--- config.mk ---
export PLATFORM = sky130hd
export DESIGN_NAME = gpio_port_ef
export DESIGN_NICKNAME = d
export VERILOG_FILES = /design/src/pkg/gpio_ef_pkg.sv /design/src/rtl/gpio_port_ef.sv /design/src/rtl/pin_sync.sv
export SDC_FILE = /design/constraint.sdc
export NUM_CORES = 1
export LEC_CHECK = 0
export BUFFER_PORTS_ARGS = -buffer_cell sky130_fd_sc_hd__buf_2
export CAP_MARGIN = 20
export CORE_MARGIN = 2
export CORE_UTILIZATION = 45
export CTS_BUF_LIST = sky130_fd_sc_hd__clkbuf_16
export DETAILED_ROUTE_END_ITERATION = 8
export PLACE_DENSITY = 0.82
export SYNTH_ARGS = -nofsm -noshare
export SYNTH_HDL_FRONTEND = slang
export SYNTH_SLANG_ARGS = --single-unit
--- constraint.sdc ---
create_clock -name pclk -period 3.5 [get_ports pclk]
set_input_delay 0.7 -clock pclk [delete_from_list [all_inputs] [get_ports pclk]]
set_output_delay 0.7 -clock pclk [all_outputs]
set_load 0.005 [all_outputs]
--- src/pkg/gpio_ef_pkg.sv ---
/*
  Constants for the port E upper / port F pin logic: register byte
  offsets, field positions, reset values and the sync depth.
  Assumes an APB slave with 32-bit data, one register per word.
*/
package gpio_ef_pkg;
  localparam logic [7:0] OFF_PORT_E_PIN_LEVELS   = 8'h00;
  localparam logic [7:0] OFF_PORT_E_OUTPUT_LATCH = 8'h04;
  localparam logic [7:0] OFF_PORT_E_DIRECTION    = 8'h08;
  localparam logic [7:0] OFF_PAD_CONFIGURATION   = 8'h0C;
  localparam logic [7:0] OFF_ANALOG_SELECT_LOW   = 8'h10;
  localparam logic [7:0] OFF_PORT_F_PIN_LEVELS   = 8'h14;
  localparam logic [7:0] OFF_PORT_F_OUTPUT_LATCH = 8'h18;
  localparam logic [7:0] OFF_PORT_F_DIRECTION    = 8'h1C;
  localparam logic [7:0] OFF_PORT_F_ANALOG       = 8'h20;
  localparam logic [7:0] OFF_PERIPH_CONTROL      = 8'h24;

  localparam int PORT_E_PULLUP_BIT = 6;
  localparam int PORT_F_PULLUP_BIT = 5;
  localparam int CTRL_TX_ENABLE_BIT = 0;
  localparam int CTRL_SYNC_MODE_BIT = 1;
  localparam int CTRL_SYNC_MASTER_BIT = 2;
  localparam int CTRL_SYNC_DATA_OUT_BIT = 3;
  localparam int CTRL_CAN_ENABLE_BIT = 4;
  localparam int CTRL_MOD_OUT_ENABLE_BIT = 5;

  localparam int CAN_RX_BIT = 4;
  localparam int CAN_TX_BIT = 5;
  localparam int SER_DATA_BIT = 6;
  localparam int SER_CLOCK_BIT = 7;
  localparam int MOD_SRC_BIT = 0;
  localparam int MOD_CARRIER1_BIT = 2;
  localparam int MOD_CARRIER2_BIT = 4;
  localparam int MOD_OUT_BIT = 6;

  localparam logic [7:0] RST_LATCH     = 8'h00;
  localparam logic [7:0] RST_DIRECTION = 8'hFF;
  localparam logic [7:0] RST_PAD       = 8'h00;
  localparam logic [7:0] RST_ANALOG_E  = 8'h00;
  localparam logic [7:0] RST_ANALOG_F  = 8'hFE;
  localparam logic [7:0] RST_CONTROL   = 8'h00;
  localparam logic [3:0] PORT_E_HIGH_MASK = 4'hF;

  localparam int SYNC_STAGES = 2;
endpackage

--- src/rtl/gpio_port_ef.sv ---
/*
  Pin logic for port F (8 bits) and port E bits 7:4 with peripheral
  overrides, behind an APB slave.
  Assumes pads resolve level from out/oe_n/pullup; peripherals on pclk.
*/
`timescale 1ns/1ps
// Operation
// Port F is eight bidirectional pins
// Each pin has its own direction bit
// Direction clear drives latch; set reads pin
// Pin inputs sampled as Schmitt digital inputs
// Pad configuration bit 5 enables port F pull-ups
// Output pins never get a pull-up
// Reset leaves all pull-ups disabled
// Reset makes port F 7:1 analog, read zero
// Port F pins 2,4 feed modulator carriers
// CAN on port E 4,5 when remap cleared
// Serial async transmit overrides port E 7 latch
// Serial sync data out overrides port E 6
// Software sets pin 6 input for sync receive
// Port E 7 carries sync clock, master drives
// Absent port E 7:4 pins read zero
// Pin write loads latch; reads return levels
module gpio_port_ef #(
  parameter int  PORT_WIDTH     = 8,
  parameter bit  HAS_PORT_E_HIGH = 1'b1,
  parameter bit  LARGE_PACKAGE  = 1'b1
) (
  // Clock, reset, enable
  input  wire logic        pclk,
  input  wire logic        presetn,
  input  wire logic        clk_en,
  // APB slave
  input  wire logic        psel,
  input  wire logic        penable,
  input  wire logic        pwrite,
  input  wire logic [7:0]  paddr,
  input  wire logic [31:0] pwdata,
  input  wire logic [3:0]  pstrb,
  output logic             pready,
  output logic             pslverr,
  output logic [31:0]      prdata,
  // Port F pads
  input  wire logic [7:0]  port_f_pad_in,
  output logic      [7:0]  port_f_pad_out,
  output logic      [7:0]  port_f_pad_oe_n,
  output logic      [7:0]  port_f_pad_pullup,
  // Port E upper pads (bits 7:4 of the vector)
  input  wire logic [3:0]  port_e_pad_in,
  output logic      [3:0]  port_e_pad_out,
  output logic      [3:0]  port_e_pad_oe_n,
  output logic      [3:0]  port_e_pad_pullup,
  // Configuration strap
  input  wire logic        can_pin_remap_select,
  // CAN controller
  input  wire logic        can_transmit_pin,
  output logic             can_receive_pin,
  // Second serial port
  input  wire logic        serial2_async_transmit,
  input  wire logic        serial2_sync_data,
  input  wire logic        serial2_sync_clock,
  output logic             serial2_async_receive,
  output logic             serial2_sync_data_in,
  output logic             serial2_sync_clock_in,
  // Modulator
  input  wire logic        modulator_output,
  output logic             modulator_source_in,
  output logic             modulator_carrier_one,
  output logic             modulator_carrier_two
);
  initial begin
    if (PORT_WIDTH != 8)
      $error("gpio_port_ef supports only 8-bit ports");
  end

  // Registers
  logic [7:0] port_e_output_latch_r;
  logic [7:0] port_e_output_latch_nxt;
  logic [7:0] port_e_direction_r;
  logic [7:0] port_e_direction_nxt;
  logic [7:0] pad_configuration_r;
  logic [7:0] pad_configuration_nxt;
  logic [7:0] analog_select_low_r;
  logic [7:0] analog_select_low_nxt;
  logic [7:0] port_f_output_latch_r;
  logic [7:0] port_f_output_latch_nxt;
  logic [7:0] port_f_direction_r;
  logic [7:0] port_f_direction_nxt;
  logic [7:0] port_f_analog_r;
  logic [7:0] port_f_analog_nxt;
  logic [7:0] periph_control_r;
  logic [7:0] periph_control_nxt;
  logic [31:0] prdata_r;
  logic [31:0] prdata_nxt;
  logic        remap_r;
  logic        remap_nxt;

  logic [11:0] pad_sync;
  logic [7:0]  f_sync;
  logic [7:0]  e_sync;
  logic [7:0]  f_levels;
  logic [7:0]  e_levels;
  logic        access;
  logic        wr_en;
  logic        addr_ok;
  logic [7:0]  wbyte;
  logic        can_on_e;
  logic [7:0]  e_drive_en;
  logic [7:0]  e_drive_val;
  logic [7:0]  f_drive_en;
  logic [7:0]  f_drive_val;
  logic        tx_en;
  logic        sync_mode;
  logic        sync_master;
  logic        sync_dout;

  // Pins are asynchronous; two flops before any read
  pin_sync #(
    .WIDTH (12)
  ) u_pin_sync (
    .pclk     (pclk),
    .presetn  (presetn),
    .clk_en   (clk_en),
    .async_in ({port_e_pad_in, port_f_pad_in}),
    .sync_out (pad_sync)
  );

  // Schmitt buffering is in the pad; the core sees clean levels
  assign f_sync = pad_sync[7:0];
  assign e_sync = {pad_sync[11:8], 4'h0};

  // APB: zero wait states, error on unmapped word
  assign access = psel & penable;
  assign pready = 1'b1;
  assign wr_en  = access & pwrite & pstrb[0] & clk_en;
  assign wbyte  = pwdata[7:0];

  always_comb begin
    unique case (paddr)
      gpio_ef_pkg::OFF_PORT_E_PIN_LEVELS,
      gpio_ef_pkg::OFF_PORT_E_OUTPUT_LATCH,
      gpio_ef_pkg::OFF_PORT_E_DIRECTION,
      gpio_ef_pkg::OFF_PAD_CONFIGURATION,
      gpio_ef_pkg::OFF_ANALOG_SELECT_LOW,
      gpio_ef_pkg::OFF_PORT_F_PIN_LEVELS,
      gpio_ef_pkg::OFF_PORT_F_OUTPUT_LATCH,
      gpio_ef_pkg::OFF_PORT_F_DIRECTION,
      gpio_ef_pkg::OFF_PORT_F_ANALOG,
      gpio_ef_pkg::OFF_PERIPH_CONTROL: addr_ok = 1'b1;
      default: addr_ok = 1'b0;
    endcase
  end
  assign pslverr = access & ~addr_ok;

  // Analog pins and absent pins read zero
  always_comb begin
    f_levels = f_sync & ~port_f_analog_r;
    e_levels = e_sync & ~analog_select_low_r;
    if (!HAS_PORT_E_HIGH) begin
      e_levels = 8'h00;
    end
  end

  // Register next values
  always_comb begin
    port_e_output_latch_nxt = port_e_output_latch_r;
    port_e_direction_nxt    = port_e_direction_r;
    pad_configuration_nxt   = pad_configuration_r;
    analog_select_low_nxt   = analog_select_low_r;
    port_f_output_latch_nxt = port_f_output_latch_r;
    port_f_direction_nxt    = port_f_direction_r;
    port_f_analog_nxt       = port_f_analog_r;
    periph_control_nxt      = periph_control_r;
    if (wr_en) begin
      unique case (paddr)
        // Writing the pin register loads the latch; see
        gpio_ef_pkg::OFF_PORT_E_PIN_LEVELS,
        gpio_ef_pkg::OFF_PORT_E_OUTPUT_LATCH:
          port_e_output_latch_nxt = {wbyte[7:4], 4'h0};
        gpio_ef_pkg::OFF_PORT_E_DIRECTION:
          port_e_direction_nxt = {wbyte[7:4], 4'h0};
        gpio_ef_pkg::OFF_PAD_CONFIGURATION:
          pad_configuration_nxt = wbyte;
        gpio_ef_pkg::OFF_ANALOG_SELECT_LOW:
          analog_select_low_nxt = wbyte;
        gpio_ef_pkg::OFF_PORT_F_PIN_LEVELS,
        gpio_ef_pkg::OFF_PORT_F_OUTPUT_LATCH:
          port_f_output_latch_nxt = wbyte;
        gpio_ef_pkg::OFF_PORT_F_DIRECTION:
          port_f_direction_nxt = wbyte;
        gpio_ef_pkg::OFF_PORT_F_ANALOG:
          port_f_analog_nxt = wbyte;
        gpio_ef_pkg::OFF_PERIPH_CONTROL:
          periph_control_nxt = wbyte;
        default: ;
      endcase
    end
  end

  // Read data, registered so prdata comes from flops
  always_comb begin
    prdata_nxt = prdata_r;
    if (psel & ~penable & ~pwrite & clk_en) begin
      prdata_nxt = 32'h0000_0000;
      unique case (paddr)
        gpio_ef_pkg::OFF_PORT_E_PIN_LEVELS:
          prdata_nxt[7:0] = e_levels;
        gpio_ef_pkg::OFF_PORT_E_OUTPUT_LATCH:
          prdata_nxt[7:0] = port_e_output_latch_r;
        gpio_ef_pkg::OFF_PORT_E_DIRECTION:
          prdata_nxt[7:0] = port_e_direction_r;
        gpio_ef_pkg::OFF_PAD_CONFIGURATION:
          prdata_nxt[7:0] = pad_configuration_r;
        gpio_ef_pkg::OFF_ANALOG_SELECT_LOW:
          prdata_nxt[7:0] = analog_select_low_r;
        gpio_ef_pkg::OFF_PORT_F_PIN_LEVELS:
          prdata_nxt[7:0] = f_levels;
        gpio_ef_pkg::OFF_PORT_F_OUTPUT_LATCH:
          prdata_nxt[7:0] = port_f_output_latch_r;
        gpio_ef_pkg::OFF_PORT_F_DIRECTION:
          prdata_nxt[7:0] = port_f_direction_r;
        gpio_ef_pkg::OFF_PORT_F_ANALOG:
          prdata_nxt[7:0] = port_f_analog_r;
        gpio_ef_pkg::OFF_PERIPH_CONTROL:
          prdata_nxt[7:0] = periph_control_r;
        default: prdata_nxt = 32'h0000_0000;
      endcase
    end
  end
  assign prdata = prdata_r;

  // The remap strap is caught after reset release, never by the reset
  assign remap_nxt = clk_en ? can_pin_remap_select : remap_r;

  always_ff @(posedge pclk or negedge presetn) begin
    if (!presetn) begin
      port_e_output_latch_r <= gpio_ef_pkg::RST_LATCH;
      port_e_direction_r    <= gpio_ef_pkg::RST_DIRECTION;
      pad_configuration_r   <= gpio_ef_pkg::RST_PAD;
      analog_select_low_r   <= gpio_ef_pkg::RST_ANALOG_E;
      port_f_output_latch_r <= gpio_ef_pkg::RST_LATCH;
      port_f_direction_r    <= gpio_ef_pkg::RST_DIRECTION;
      port_f_analog_r       <= gpio_ef_pkg::RST_ANALOG_F;
      periph_control_r      <= gpio_ef_pkg::RST_CONTROL;
      prdata_r              <= 32'h0000_0000;
      remap_r               <= 1'b1;
    end else begin
      port_e_output_latch_r <= port_e_output_latch_nxt;
      port_e_direction_r    <= port_e_direction_nxt;
      pad_configuration_r   <= pad_configuration_nxt;
      analog_select_low_r   <= analog_select_low_nxt;
      port_f_output_latch_r <= port_f_output_latch_nxt;
      port_f_direction_r    <= port_f_direction_nxt;
      port_f_analog_r       <= port_f_analog_nxt;
      periph_control_r      <= periph_control_nxt;
      prdata_r              <= prdata_nxt;
      remap_r               <= remap_nxt;
    end
  end

  // Peripheral controls
  assign tx_en       = periph_control_r[gpio_ef_pkg::CTRL_TX_ENABLE_BIT];
  assign sync_mode   = periph_control_r[gpio_ef_pkg::CTRL_SYNC_MODE_BIT];
  assign sync_master = periph_control_r[gpio_ef_pkg::CTRL_SYNC_MASTER_BIT];
  assign sync_dout   = periph_control_r[gpio_ef_pkg::CTRL_SYNC_DATA_OUT_BIT];
  assign can_on_e    = LARGE_PACKAGE & ~remap_r
                     & periph_control_r[gpio_ef_pkg::CTRL_CAN_ENABLE_BIT];

  // Port E drive: direction, then peripheral overrides
  always_comb begin
    e_drive_en  = ~port_e_direction_r;
    e_drive_val = port_e_output_latch_r;
    if (can_on_e) begin
      e_drive_en[gpio_ef_pkg::CAN_TX_BIT]  = 1'b1;
      e_drive_val[gpio_ef_pkg::CAN_TX_BIT] = can_transmit_pin;
      e_drive_en[gpio_ef_pkg::CAN_RX_BIT]  = 1'b0;
    end
    if (tx_en && sync_mode && sync_dout) begin
      e_drive_en[gpio_ef_pkg::SER_DATA_BIT]  = 1'b1;
      e_drive_val[gpio_ef_pkg::SER_DATA_BIT] = serial2_sync_data;
    end
    if (tx_en && !sync_mode) begin
      e_drive_en[gpio_ef_pkg::SER_CLOCK_BIT]  = 1'b1;
      e_drive_val[gpio_ef_pkg::SER_CLOCK_BIT] = serial2_async_transmit;
    end else if (sync_mode && sync_master) begin
      e_drive_en[gpio_ef_pkg::SER_CLOCK_BIT]  = 1'b1;
      e_drive_val[gpio_ef_pkg::SER_CLOCK_BIT] = serial2_sync_clock;
    end
    if (!HAS_PORT_E_HIGH) begin
      e_drive_en = 8'h00;
    end
  end

  // Port F drive: latch, or modulator output on pin 6
  always_comb begin
    f_drive_en  = ~port_f_direction_r;
    f_drive_val = port_f_output_latch_r;
    if (periph_control_r[gpio_ef_pkg::CTRL_MOD_OUT_ENABLE_BIT]) begin
      f_drive_val[gpio_ef_pkg::MOD_OUT_BIT] = modulator_output;
    end
  end

  // Pull-ups: one enable per port (bit 5 for F, bit 6 for E), dropped on any driving pin
  genvar gi;
  generate
    for (gi = 0; gi < 8; gi++) begin : g_f_pad
      assign port_f_pad_out[gi]    = f_drive_val[gi];
      assign port_f_pad_oe_n[gi]   = ~f_drive_en[gi];
      assign port_f_pad_pullup[gi] = pad_configuration_r[
        gpio_ef_pkg::PORT_F_PULLUP_BIT] & ~f_drive_en[gi];
    end
    for (gi = 0; gi < 4; gi++) begin : g_e_pad
      assign port_e_pad_out[gi]    = e_drive_val[gi + 4];
      assign port_e_pad_oe_n[gi]   = ~e_drive_en[gi + 4];
      assign port_e_pad_pullup[gi] = pad_configuration_r[
        gpio_ef_pkg::PORT_E_PULLUP_BIT] & ~e_drive_en[gi + 4];
    end
  endgenerate

  // Peripheral inputs; receive pin 6 relies on software setting input
  assign can_receive_pin       = can_on_e & e_sync[gpio_ef_pkg::CAN_RX_BIT];
  assign serial2_async_receive = e_sync[gpio_ef_pkg::SER_DATA_BIT];
  assign serial2_sync_data_in  = e_sync[gpio_ef_pkg::SER_DATA_BIT]
                               & port_e_direction_r[gpio_ef_pkg::SER_DATA_BIT];

  assign serial2_sync_clock_in = e_sync[gpio_ef_pkg::SER_CLOCK_BIT]
                               & port_e_direction_r[gpio_ef_pkg::SER_CLOCK_BIT];

  assign modulator_source_in   = f_sync[gpio_ef_pkg::MOD_SRC_BIT]
                               & port_f_direction_r[gpio_ef_pkg::MOD_SRC_BIT];
  assign modulator_carrier_one = f_sync[gpio_ef_pkg::MOD_CARRIER1_BIT]
                          & port_f_direction_r[gpio_ef_pkg::MOD_CARRIER1_BIT];

  assign modulator_carrier_two = f_sync[gpio_ef_pkg::MOD_CARRIER2_BIT]
                          & port_f_direction_r[gpio_ef_pkg::MOD_CARRIER2_BIT];
endmodule

--- src/rtl/pin_sync.sv ---
/*
  Two-flop synchroniser for a vector of pin levels.
  Assumes asynchronous pins and a clock enable shared with the port logic.
*/
`timescale 1ns/1ps
module pin_sync #(
  parameter int WIDTH = 8
) (
  // Clock and reset
  input  wire logic             pclk,
  input  wire logic             presetn,
  input  wire logic             clk_en,
  // Data
  input  wire logic [WIDTH-1:0] async_in,
  output logic      [WIDTH-1:0] sync_out
);
  logic [WIDTH-1:0] meta_r;
  logic [WIDTH-1:0] meta_nxt;
  logic [WIDTH-1:0] sync_r;
  logic [WIDTH-1:0] sync_nxt;

  always_comb begin
    meta_nxt = clk_en ? async_in : meta_r;
    sync_nxt = clk_en ? meta_r : sync_r;
  end

  always_ff @(posedge pclk or negedge presetn) begin
    if (!presetn) begin
      meta_r <= '0;
      sync_r <= '0;
    end else begin
      meta_r <= meta_nxt;
      sync_r <= sync_nxt;
    end
  end

  assign sync_out = sync_r;
endmodule

# --- Yosys cells after proc, flatten, opt, wreduce, memory -nomap -nowiden ---
# Index checks and enable logic that the tools add are counted.
totals:
  register_bits: 93
  in_bits: 68
  out_inout_bits: 77
classes:
  eq_ne: 9
  n_mux: 11
  n_bitwise: 49
  n_reduce_logical: 17
op_table:
  columns: ["cell", "n"]
  rows:
  - ["$pmux 8 s10", 1]
  - ["$eq 8x5->1 const B", 4]
  - ["$not 8->8", 4]
  - ["$and 1x1->1", 27]
  - ["$and 8x8->8", 2]
  - ["$eq 8x4->1 const B", 2]
  - ["$eq 8x6->1 const B", 2]
  - ["$not 1->1", 16]
  - ["$reduce_and 2->1", 8]
  - ["$reduce_or 10->1", 1]
  - ["$mux 1", 9]
  - ["$eq 8x3->1 const B", 1]
  - ["$logic_not 8->1", 1]
  - ["$logic_and 1x1->1", 4]
  - ["$reduce_or 2->1", 2]
  - ["$mux 2", 1]
  - ["$logic_not 1->1", 1]

# --- Depth between registers and ports, before layout ---
# Gate-level depths: netlist of the first run.
logic_depth:
  word_depth: 5
  mapped_depth: 6

# --- Cells and area by module ---
# Synthesis of the first run repeated with hierarchy kept, for this count alone.
hier_totals:
  hier_cells: 401
  area_unflattened_um2: 4948.5
modules_own_cells:
  columns: ["mod", "instances", "cells_each", "area_each_um2"]
  rows:
  - ["gpio_port_ef", 1, 350, 3951.3]
  - ["pin_sync", 1, 51, 997.2]

# --- Least setup slack after synthesis of the first run ---
# OpenSTA, ideal clock, no wires.
synth_timing:
  path_type: "input port to flip-flop"
  from: "input port paddr[2]"
  to: "register pad_configuration_r[0]"
  arrival_time_ps: 2218
  t_required_ps: 3375
  slack_ps: 1157
  stages: 5
  path_buffers: 2
  cell_sequence: "buf_2 > or4bb_1 > or3_1 > buf_6 > mux2_4"
synth_via:
  elab_chain_len: 2
synth_lines:
  columns: ["element", "line_no", "source"]
  rows:
  - ["from (decl)", "gpio_port_ef.sv:37", "input wire logic [7:0] paddr,"]
  - ["$eq 8x4->1", "gpio_port_ef.sv:175", "unique case (paddr)"]
  - ["$reduce_and 2->1 (no source line)", null, null]
  - ["to (signal assigned)", "gpio_port_ef.sv:239", "pad_configuration_r <= gpio_ef_pkg::RST_PAD;"]
  - ["to (signal assigned)", "gpio_port_ef.sv:250", "pad_configuration_r <= pad_configuration_nxt;"]
  - ["to (decl)", "gpio_port_ef.sv:81", "logic [7:0] pad_configuration_r;"]
# Every way passes these cells.
# A chain may end at the register's enable or synchronous reset.

# --- Worst setup path in the final report of the first run ---
layout_timing:
  from: "input port paddr[4]"
  to: "register analog_select_low_r[2]"
layout_via:
  elab_chain_len: 2
layout_lines:
  columns: ["element", "line_no", "source"]
  rows:
  - ["$eq 8x5->1", "gpio_port_ef.sv:175", null]
  - ["$reduce_and 2->1 (no source line)", null, null]
  - ["to (signal assigned)", "gpio_port_ef.sv:240", "analog_select_low_r <= gpio_ef_pkg::RST_ANALOG_E;"]
  - ["to (signal assigned)", "gpio_port_ef.sv:251", "analog_select_low_r <= analog_select_low_nxt;"]
  - ["to (decl)", "gpio_port_ef.sv:83", "logic [7:0] analog_select_low_r;"]
# Every way passes these cells.

==> qor.yml, run 1 <==
floorplanning:
  start_util_pct: 46.74
  io_pins: 145
  die_area_sq_mm: 0.01167
  core_area_sq_mm: 0.01042
  rows: 37
  die_y_microns: 108.0
  die_x_microns: 108.0
clock_network:
  cts_tree: "built"
  cts_sinks: 90
  ctsResizeCount: 0
  cts_buffers: 9
  postCtsSetupBuffers: 0
  cts-hold-fix-buffers: 0
  htreeDepth: 3
  cts.clk_slew.worst_paths_ns: 0.06
  insertion_delay_ns: 0.34
  root_buffer: "clkbuf_16"
  cts_buffer_depth: 2
finish:
  drive_gt1_share_pct: 46.65
  n_fill_cell: 930
  final_core_util_pct: 53.86
  diodes: 0
  final_nets: 556
  syn_to_final_growth_pct: 15.24
power_and_ir_drop:
  p_int_mw: 1.716
  power.density_mw_per_mm2: 403.2
  ir_worst_vdd_v: 0.0003000
  p_leak_nw: 2.698
  p_sw_share_pct: 24.13
  power_frac_comb_pct: 8.3
  seqPwrFrac_pct: 49.0
  pwr-share-clk_pct: 42.7
  power.switching_uw: 545.9
yosys:
  yosys.area.top_type: "dfrtp_1"
  syn_area_per_cell_sq_um: 11.93
  synth_area_sq_mm: 0.004868
  synth_cells: 408
  ys_ff_latch: 90
  synth_top_area_share_pct: 35.47
  synth_cell_types: 59
  async_reset_ff_share_pct: 100.0
  ys_seq_area_share_pct: 46.80
  synth.area.top_cells: "dfrtp_1 35%, mux2_2 15%, dfstp_2 11%, buf_4 5.1%, mux2_4 4.9%"
  ys.flop_type: "dfrtp_1"
  synth_edf_count: 0
  yosysWarnings: 0
timing:
  setup-violations-final: 0
  worst_slew_pin_slew_ns: 0.6630
  fmax_mhz: 384.9
  relSlewSlack_pct: 55.80
  rsz0062_at_grt: "false"
  tns_ns: 0
  fin_crit_sh_pct: 74.24
  fin_skew_ns: 0.006140
  hold_viol_final: 0
  fin_crit_ns: 2.598
  report.final.slew_viol_count: 0
route:
  viasPerCell: 5.566
  drt-initial-drc-count: 224
  drc: 0
  antenna_left: 0
  routed_wl_microns: 12170
  dr.pass1.iters: 4
  vias: 3501
  wl_per_cell_microns: 19.35
worst_setup_path:
  crit_fanout: 20
  critPathLaunchType: "primary input"
  required_ns: 3.72
  endpoint_kind: "flip-flop"
  critPathArrivalTime_ns: 2.82
  reg2reg_slack_ns: 1.97
  worstSetupPathType: "in -> reg"
placement:
  dp_hpwl_microns: 8475
  place_congestion: 0.8939
  io_buffers: 92
global_routing:
  grt_pass1_vias: 3458
  gr-usage-all-layers_pct: 21.83
  antenna_found_initial: 0
  grt_max_degree: 91
  grt_pass1_wl_microns: 19110
  overflow: 0
outcome:
  status: "complete, no violations"
job:
  cap_violations: 0
hold_path:
  hold_class: "in -> async"
worst paths after layout:
| check | start | to | cells past startpoint |
|---|---|---|---|
| worst max-delay path | paddr[4] | analog_select_low_r[2] | 4 |
| worst min-delay path | presetn | pad_configuration_r[6] | 1 |
| worst max register to register | analog_select_low_r[4] | prdata[4] | 4 |
| worst min register to register | u_pin_sync.meta_r[5] | u_pin_sync.sync_out[5] | 2 |
| max in group asynchronous | presetn | port_f_direction_r[2] | 2 |
| min in group pclk | u_pin_sync.meta_r[5] | u_pin_sync.sync_out[5] | 2 |
registers in the layout (all words and copies together), names as in the netlist:
| register | cells |
|---|---|
| u_pin_sync.sync_out | 12 |
| prdata | 8 |
| port_e_direction_r | 5 |
| port_f_direction_r | 8 |
| u_pin_sync.meta_r | 12 |
| pad_configuration_r | 8 |
| port_e_output_latch_r | 4 |
| periph_control_r | 8 |
| port_f_output_latch_r | 8 |
| analog_select_low_r | 8 |
| remap_r | 1 |
| port_f_analog_r | 8 |
layer usage:
layer	share of wire, %	wire length (microns)	global-route usage (%)
met4	2.1	251	7.601
met1	45	5482	30.34
met3	7.4	902	4.340
met5	0	0	0
met2	45	5535	34.28
placed cells by master, fill, tap and decap left out, types with 12 or more instances in the layout:
cell type	count
nor3_1	12
and2_1	20
dfstp_2	21
dfrtp_1	69
mux2_2	66
mux2_4	16
mux2i_1	12
buf_2	91
conb_1	25
nand2_1	22
Yosys cell counts, drive strengths merged (6+ instances only):
master and n:
nor3 14, nand2b 6, dfstp 21, nand2 22
clkbuf 7, mux2i 12, nand3 8, mux2 82
buf 48, o21ai 6, dfrtp 69, and2 20
a211oi 7, nand3b 6
final cells by class:
type                    count  area [sq um]  area share [%]
repair buffers            101         550.5           9.813
clock inverters             7         70.07           1.249
clock buffers               9         225.2           4.014
flip-flops and latches     90          2278           40.61
multi-input cells         283          2305           41.08
inverters                   3         11.26          0.2007
well taps                 136         170.2           3.033
worst max-delay path, stage by stage:
cell    delay, ns
buf_2        0.31
or4b_1       0.69
or3_1        0.71
mux2_4       0.40
cell families (layout without fill, tap and decap cells):
logic type,after synthesis,count (layout),share of synthesized area (%)
AOI/OAI and AO/OA,46,46,7.017
xor gates and xnor gates,1,1,0.1799
buffers and inverters,58,120,7.633
DFF,90,90,46.80
muxes,97,97,24.06
other,2,25,0.1543
and+or+nand+nor,114,114,14.16
power groups by stage:
| stage | logic (mW) | registers (mW) | clock network (mW) |
|---|---|---|---|
| after floorplan | 0.126 | 1.11 | 0 |
| after global placement | 0.178 | 1.12 | 0 |
| after detailed placement | 0.183 | 1.13 | 0 |
| after CTS | 0.184 | 1.11 | 0.980 |
| after global routing | 0.209 | 1.11 | 1.03 |
| final | 0.188 | 1.11 | 0.966 |
metrics by stage:
step | worst slack, ns | cells | power [mW] | area, sq um | hold slack (ns)
3_5_place_dp | 0.5661 | 612 | 1.310 | 5288 | 0.4753
3_3_place_gp | 0.6119 | 612 | 1.302 | 5288 | 0.4634
2_1_floorplan | 1.157 | 431 | 1.241 | 4955 | 0.4044
5_1_grt | 0.8585 | 629 | 2.351 | 5610 | 0.3192
4_1_cts | 0.9221 | 628 | 2.273 | 5583 | 0.4924
6_report | 0.9017 | 629 | 2.262 | 5610 | 0.2902
Power figures use the tool's default switching activity.
==> inputs of run 2 (changes only) <==
- clock period: 3.5 -> 2.6 ns (I/O delays scaled with it)
==> qor.yml, run 2 (synthesized netlist as in run 1, its figures left out) <==
job:
  cap_violations: 0  # unchanged
finish:
  drive_gt1_share_pct: 48.24  # +1.6 points
  n_fill_cell: 883  # -5.1%
  postLayoutCellArea_sq_mm: 0.005731  # +2.1%
  final_core_util_pct: 55.02  # +1.2 points
  final_common_cell: "buf_2"
  layout_common_cells: "91 x buf_2, 69 x dfrtp_1, 66 x mux2_2, 26 x buf_4, 25 x conb_1"
  final_nets: 573  # +3.1%
  diodes: 0  # unchanged
  syn_to_final_growth_pct: 17.71
floorplanning:
  core_area_sq_mm: 0.01042  # unchanged
  die_area_sq_mm: 0.01167  # unchanged
  io_pins: 145  # unchanged
  die_x_microns: 108.0  # unchanged
  rows: 37  # unchanged
  start_util_pct: 46.74  # unchanged
  die_y_microns: 108.0  # unchanged
clock_network:
  htreeDepth: 3  # unchanged
  insertion_delay_ns: 0.34  # about the same
  cts.clk_slew.worst_paths_ns: 0.07  # about the same
  cts_buffers: 9  # unchanged
  cts_sinks: 90  # unchanged
  postCtsSetupBuffers: 0  # unchanged
  ctsResizeCount: 0  # unchanged
  cts_tree: "built"
  cts_buffer_depth: 2  # unchanged
  root_buffer: "clkbuf_16"
  cts-hold-fix-buffers: 0  # unchanged
route:
  vias: 3557  # +1.6%
  routed_wl_microns: 12440  # +2.2%
  viasPerCell: 5.506  # -1.1%
  wl_per_cell_microns: 19.25  # -0.52%
  antenna_left: 0  # unchanged
  drt-initial-drc-count: 235  # +4.9%
  dr.pass1.iters: 4  # unchanged
  drc: 0  # unchanged
timing:
  fin_ws_ns: 0.5385  # -0.3632 ns
  tns_ns: 0  # unchanged
  fmax_mhz: 485.1
  fin_skew_ns: 0.005693  # -0.0004470 ns
  relSlewSlack_pct: 63.70  # +7.9 points
  fin_crit_ns: 2.062
  hold_viol_final: 0  # unchanged
  worst_slew_pin_slew_ns: 0.5445  # -0.1185 ns
  rsz0062_at_grt: "false"
  fin_crit_sh_pct: 79.29
  setup-violations-final: 0  # unchanged
  report.final.slew_viol_count: 0  # unchanged
outcome:
  status: "complete, no violations"
hold_path:
  hold_class: "in -> async"
worst_setup_path:
  reg2reg_slack_ns: 1.03  # -0.94 ns
  worstSetupPathType: "in -> reg"
  critPathArrivalTime_ns: 2.33  # -0.49 ns
  r2r_start: "analog_select_low_r[4]"
  cpPeakStageDelay_ns: 0.58  # -0.13 ns
  required_ns: 2.86  # -0.86 ns
  critPathLaunchType: "primary input"
  r2r_cells: 4  # unchanged
  crit_top_cell: "buf_4"
  cp_cell_sequence: "buf_2 -> or4b_1 -> buf_4 -> nor2_1 -> nand3_1 -> buf_4 -> mux2_2"
  critical_path.slowest_cell: "or4b_1"
  crit_fanout: 14  # -30%
  endpoint_kind: "flip-flop"
  r2r_end: "prdata[4]"
placement:
  dp_hpwl_microns: 9186  # +8.4%
  io_buffers: 92  # unchanged
  placed_area_sq_mm: 0.005435  # +2.8%
  dp_worst_setup_slack_ns: 0.2139  # -0.3522 ns
  place_congestion: 0.9090  # +1.7%
power_and_ir_drop:
  p_int_mw: 2.315  # +35%
  power.density_mw_per_mm2: 531.7  # +32%
  pwr-share-clk_pct: 42.5  # -0.2 points
  power_frac_comb_pct: 8.5  # +0.2 points
  ir_worst_vdd_v: 0.0003583  # +19%
  seqPwrFrac_pct: 49.0  # about the same
  p_sw_share_pct: 24.03  # -0.10 points
  power.switching_uw: 732.1  # +34%
  p_leak_nw: 2.774  # +2.8%
global_routing:
  grt_max_degree: 41  # -55%
  antenna_found_initial: 0  # unchanged
  grt_pass1_wl_microns: 20070  # +5.1%
  grt_pass1_vias: 3551  # +2.7%
  gr-usage-all-layers_pct: 22.76  # +0.93 points
  overflow: 0  # unchanged
==> run 2: worst max-delay path: cells and delay by family <==
| family | cells | cell delay, ns |
|---|---|---|
| buf+inv | 3 | 0.60 |
| mux | 1 | 0.28 |
| simple gates | 3 | 0.93 |
==> run 2: layout make-up <==
type | instances | area (sq um) | share of cell area, %
Sequential cell | 90 | 2278 | 39.76
Clock buffer | 9 | 225.2 | 3.930
Multi-Input combinational cell | 283 | 2305 | 40.22
Timing Repair Buffer | 118 | 670.6 | 11.70
Clock inverter | 7 | 70.07 | 1.223
Inverter | 3 | 11.26 | 0.1965
Tap cell | 136 | 170.2 | 2.969
==> run 2: how the worst max path moves through the flow <==
stage                        start                     end  slack (ns)
final                     paddr[5]   port_f_direction_r[4]        0.54
after global routing      paddr[5]   port_f_direction_r[4]        0.47
after CTS                 paddr[5]   port_f_direction_r[4]        0.55
after detailed placement  paddr[5]   port_f_direction_r[4]        0.21
after global placement    paddr[5]   port_f_direction_r[4]        0.25
after floorplan           paddr[2]  pad_configuration_r[0]        0.44
==> run 2: through the flow <==
| stage | total power, mW | cells | hold slack (ns) |
|---|---|---|---|
| 6_report | 3.047 | 646 | 0.1632 |
| 5_1_grt | 3.171 | 646 | 0.2003 |
| 4_1_cts | 3.065 | 646 | 0.1928 |
| 3_5_place_dp | 1.777 | 630 | 0.4719 |
| 3_3_place_gp | 1.765 | 630 | 0.4633 |
| 2_1_floorplan | 1.671 | 431 | 0.2244 |
==> run 2: power groups by stage <==
stage	registers (mW)	clock network [mW]	logic [mW]
2_1_floorplan	1.50	0	0.170
3_3_place_gp	1.51	0	0.251
3_5_place_dp	1.52	0	0.260
4_1_cts	1.49	1.31	0.261
5_1_grt	1.50	1.38	0.291
6_report	1.49	1.30	0.259
==> run 2: routing by layer <==
metal / share of wire (%) / vias to the layer above / global-route usage [%]
li1: - / 1614 / -
met1: 44 / 1771 / 31.69
met2: 48 / 157 / 36.07
met3: 7.1 / 15 / 5.244
met4: 1.4 / 0 / 5.952
met5: 0 / - / 0
==> inputs of run 3 (changes only) <==
- ABC_AREA: default -> 1
- clock period: 2.6 -> 2 ns (I/O delays scaled with it)
==> qor.yml, run 3 <==
clock_network:
  root_buffer: "clkbuf_16"
  cts_sinks: 90  # unchanged
  cts_buffers: 9  # unchanged
  htreeDepth: 3  # unchanged
  cts_tree: "built"
  cts.clk_slew.worst_paths_ns: 0.06  # about the same
  cts_buffer_depth: 2  # unchanged
  insertion_delay_ns: 0.34  # about the same
  cts-hold-fix-buffers: 0  # unchanged
  postCtsSetupBuffers: 0  # unchanged
worst_setup_path:
  r2r_end: "prdata[5]"
  crit_end: "port_e_pad_out[3]"
  worstSetupPathType: "reg -> out"
  r2r_cells: 6  # +2
  endpoint_kind: "primary output"
  crit_fanout: 5  # -9
  r2r_start: "pad_configuration_r[5]"
  critPathLaunchType: "flip-flop"
  reg2reg_slack_ns: 0.71  # -0.32 ns
  worstSetupStartpoint: "periph_control_r[1]"
  critPathArrivalTime_ns: 1.49  # -0.84 ns
  required_ns: 1.60  # -1.26 ns
floorplanning:
  die_y_microns: 107.9  # -0.12%
  die_area_sq_mm: 0.01164  # -0.25%
  core_area_sq_mm: 0.01042  # unchanged
  rows: 37  # unchanged
  io_pins: 145  # unchanged
  start_util_pct: 46.62  # -0.12 points
  die_x_microns: 107.9  # -0.12%
power_and_ir_drop:
  ir_worst_vdd_v: 0.0004394  # +23%
  p_leak_nw: 3.160  # +14%
  power.density_mw_per_mm2: 719.6  # +35%
finish:
  drive_gt1_share_pct: 26.93  # -21 points
  layout_common_cells: "206 x nand2_1, 91 x buf_2, 69 x dfrtp_1, 58 x inv_1, 55 x nand3_1"
  final_nets: 776  # +35%
  final_common_cell: "nand2_1"
  diodes: 0  # unchanged
  syn_to_final_growth_pct: 17.21
  seq_area_sq_mm: 0.002278  # unchanged
  multiInputGateArea_sq_mm: 0.002068  # -10%
  n_fill_cell: 970  # +9.9%
yosys:
  synth_cells: 614  # +50%
  synth_cell_types: 32  # -46%
  post-synth-top-count-cell: "nand2_1"
  yosysWarnings: 0  # unchanged
  ys.flop_type: "dfrtp_1"
  ys_seq_area_share_pct: 46.92  # +0.12 points
  synth.area.top_cells: "dfrtp_1 36%, nand2_1 16%, dfstp_2 11%, nand3_1 5.7%, buf_4 5.6%"
  syn_area_per_cell_sq_um: 7.909  # -34%
  ys_ff_latch: 90  # unchanged
  synth_edf_count: 0  # unchanged
  netlist_top_cells_count: "207 x nand2_1, 69 x dfrtp_1, 56 x inv_1"
  async_reset_ff_share_pct: 100.0  # unchanged
  yosys.area.top_type: "dfrtp_1"
  synth_top_area_share_pct: 35.56  # +0.091 points
  synth_area_sq_mm: 0.004856  # -0.26%
route:
  drc: 0  # unchanged
  viasPerCell: 5.015  # -8.9%
  routed_wl_microns: 12060  # -3.0%
  drt-initial-drc-count: 235  # unchanged
  vias: 4258  # +20%
  wl_per_cell_microns: 14.20  # -26%
  antenna_left: 0  # unchanged
  dr.pass1.iters: 5  # +1
outcome:
  status: "complete, no violations"
timing:
  hold_viol_final: 0  # unchanged
  tns_ns: 0  # unchanged
  fin_crit_ns: 1.891
  rsz0062_at_grt: "false"
  report.final.slew_viol_count: 0  # unchanged
  timing.hold.ws_ns: 0.04946  # -0.1138 ns
  fin_crit_sh_pct: 94.57
  fin_skew_ns: 0.005914  # +0.0002206 ns
  setup-violations-final: 0  # unchanged
  fmax_mhz: 528.7
hold_path:
  hold_class: "in -> async"
global_routing:
  grt_pass1_vias: 4129  # +16%
  gr-usage-all-layers_pct: 22.13  # -0.63 points
  antenna_found_initial: 0  # unchanged
  grt_max_degree: 64  # +56%
  overflow: 0  # unchanged
  grt_pass1_wl_microns: 19750  # -1.6%
placement:
  io_buffers: 92  # unchanged
  place_congestion: 0.9192  # +1.1%
  dp_hpwl_microns: 8859  # -3.6%
job:
  cap_violations: 0  # unchanged
==> run 3: kinds of logic after synthesis <==
logic type      synth area share, %
other cells                  0.1547
buf+inv                       12.42
compound gates                9.508
simple gates                  30.53
flops                         46.92
mux                          0.4638
==> run 3: how the worst min path moves through the flow <==
stage	start	end	slack (ns)
final	presetn	u_pin_sync.meta_r[8]	0.05
after CTS	presetn	u_pin_sync.meta_r[9]	0.07
after floorplan	presetn	analog_select_low_r[0]	0.10
after detailed placement	presetn	u_pin_sync.meta_r[9]	0.43
after global placement	presetn	u_pin_sync.meta_r[9]	0.42
after global routing	presetn	u_pin_sync.meta_r[9]	0.08
==> run 3: where the power goes <==
part / switching, mW / internal (mW) / total (mW)
combinational: 0.201 / 0.0899 / 0.291
sequential: 0.0341 / 1.88 / 1.92
clock: 0.680 / 1.21 / 1.89
total: 0.915 / 3.18 / 4.10
==> run 3: final cells by class <==
cell class | count | share of cell area [%]
Clock buffer | 9 | 3.957
Clock inverter | 7 | 1.934
Inverter | 59 | 3.891
Multi-Input combinational cell | 437 | 36.34
Sequential cell | 90 | 40.03
Tap cell | 136 | 2.990
Timing Repair Buffer | 111 | 10.86
==> run 3: critical path, cell delays in order, from the launching register on <==
cell and delay, ns:
dfrtp_1 0.42, nor2_1 0.36, nand2_1 0.09, o311ai_0 0.11, buf_2 0.18
==> run 3: repair_timing <==
| item | 4_1_cts | 5_1_grt |
|---|---|---|
| setup endpoints to repair | 0 | 1 |
| resized for setup | 0 | 2 |
| hold endpoints to repair | 0 | 0 |
==> run 3: per-stage QoR <==
stage	instances	worst slack [ns]	cell area [sq um]	power [mW]	util, %
2_1_floorplan	637	0.4623	4942	2.120	-
4_1_cts	849	0.1180	5684	4.120	54.57
3_5_place_dp	833	0.1259	5349	2.239	51.35
6_report	849	0.1086	5692	4.096	54.64
5_1_grt	849	0.04527	5692	4.239	54.64
3_3_place_gp	833	0.1517	5349	2.228	51.35
==> run 3: per-layer routing <==
layer / global-route usage, % / vias up / part of all wire [%]
met1: 28.65 / 1964 / 44
li1: - / 2076 / -
met2: 35.98 / 184 / 46
met5: 0 / - / 0
met4: 9.707 / 0 / 3.4
met3: 4.358 / 34 / 6.4
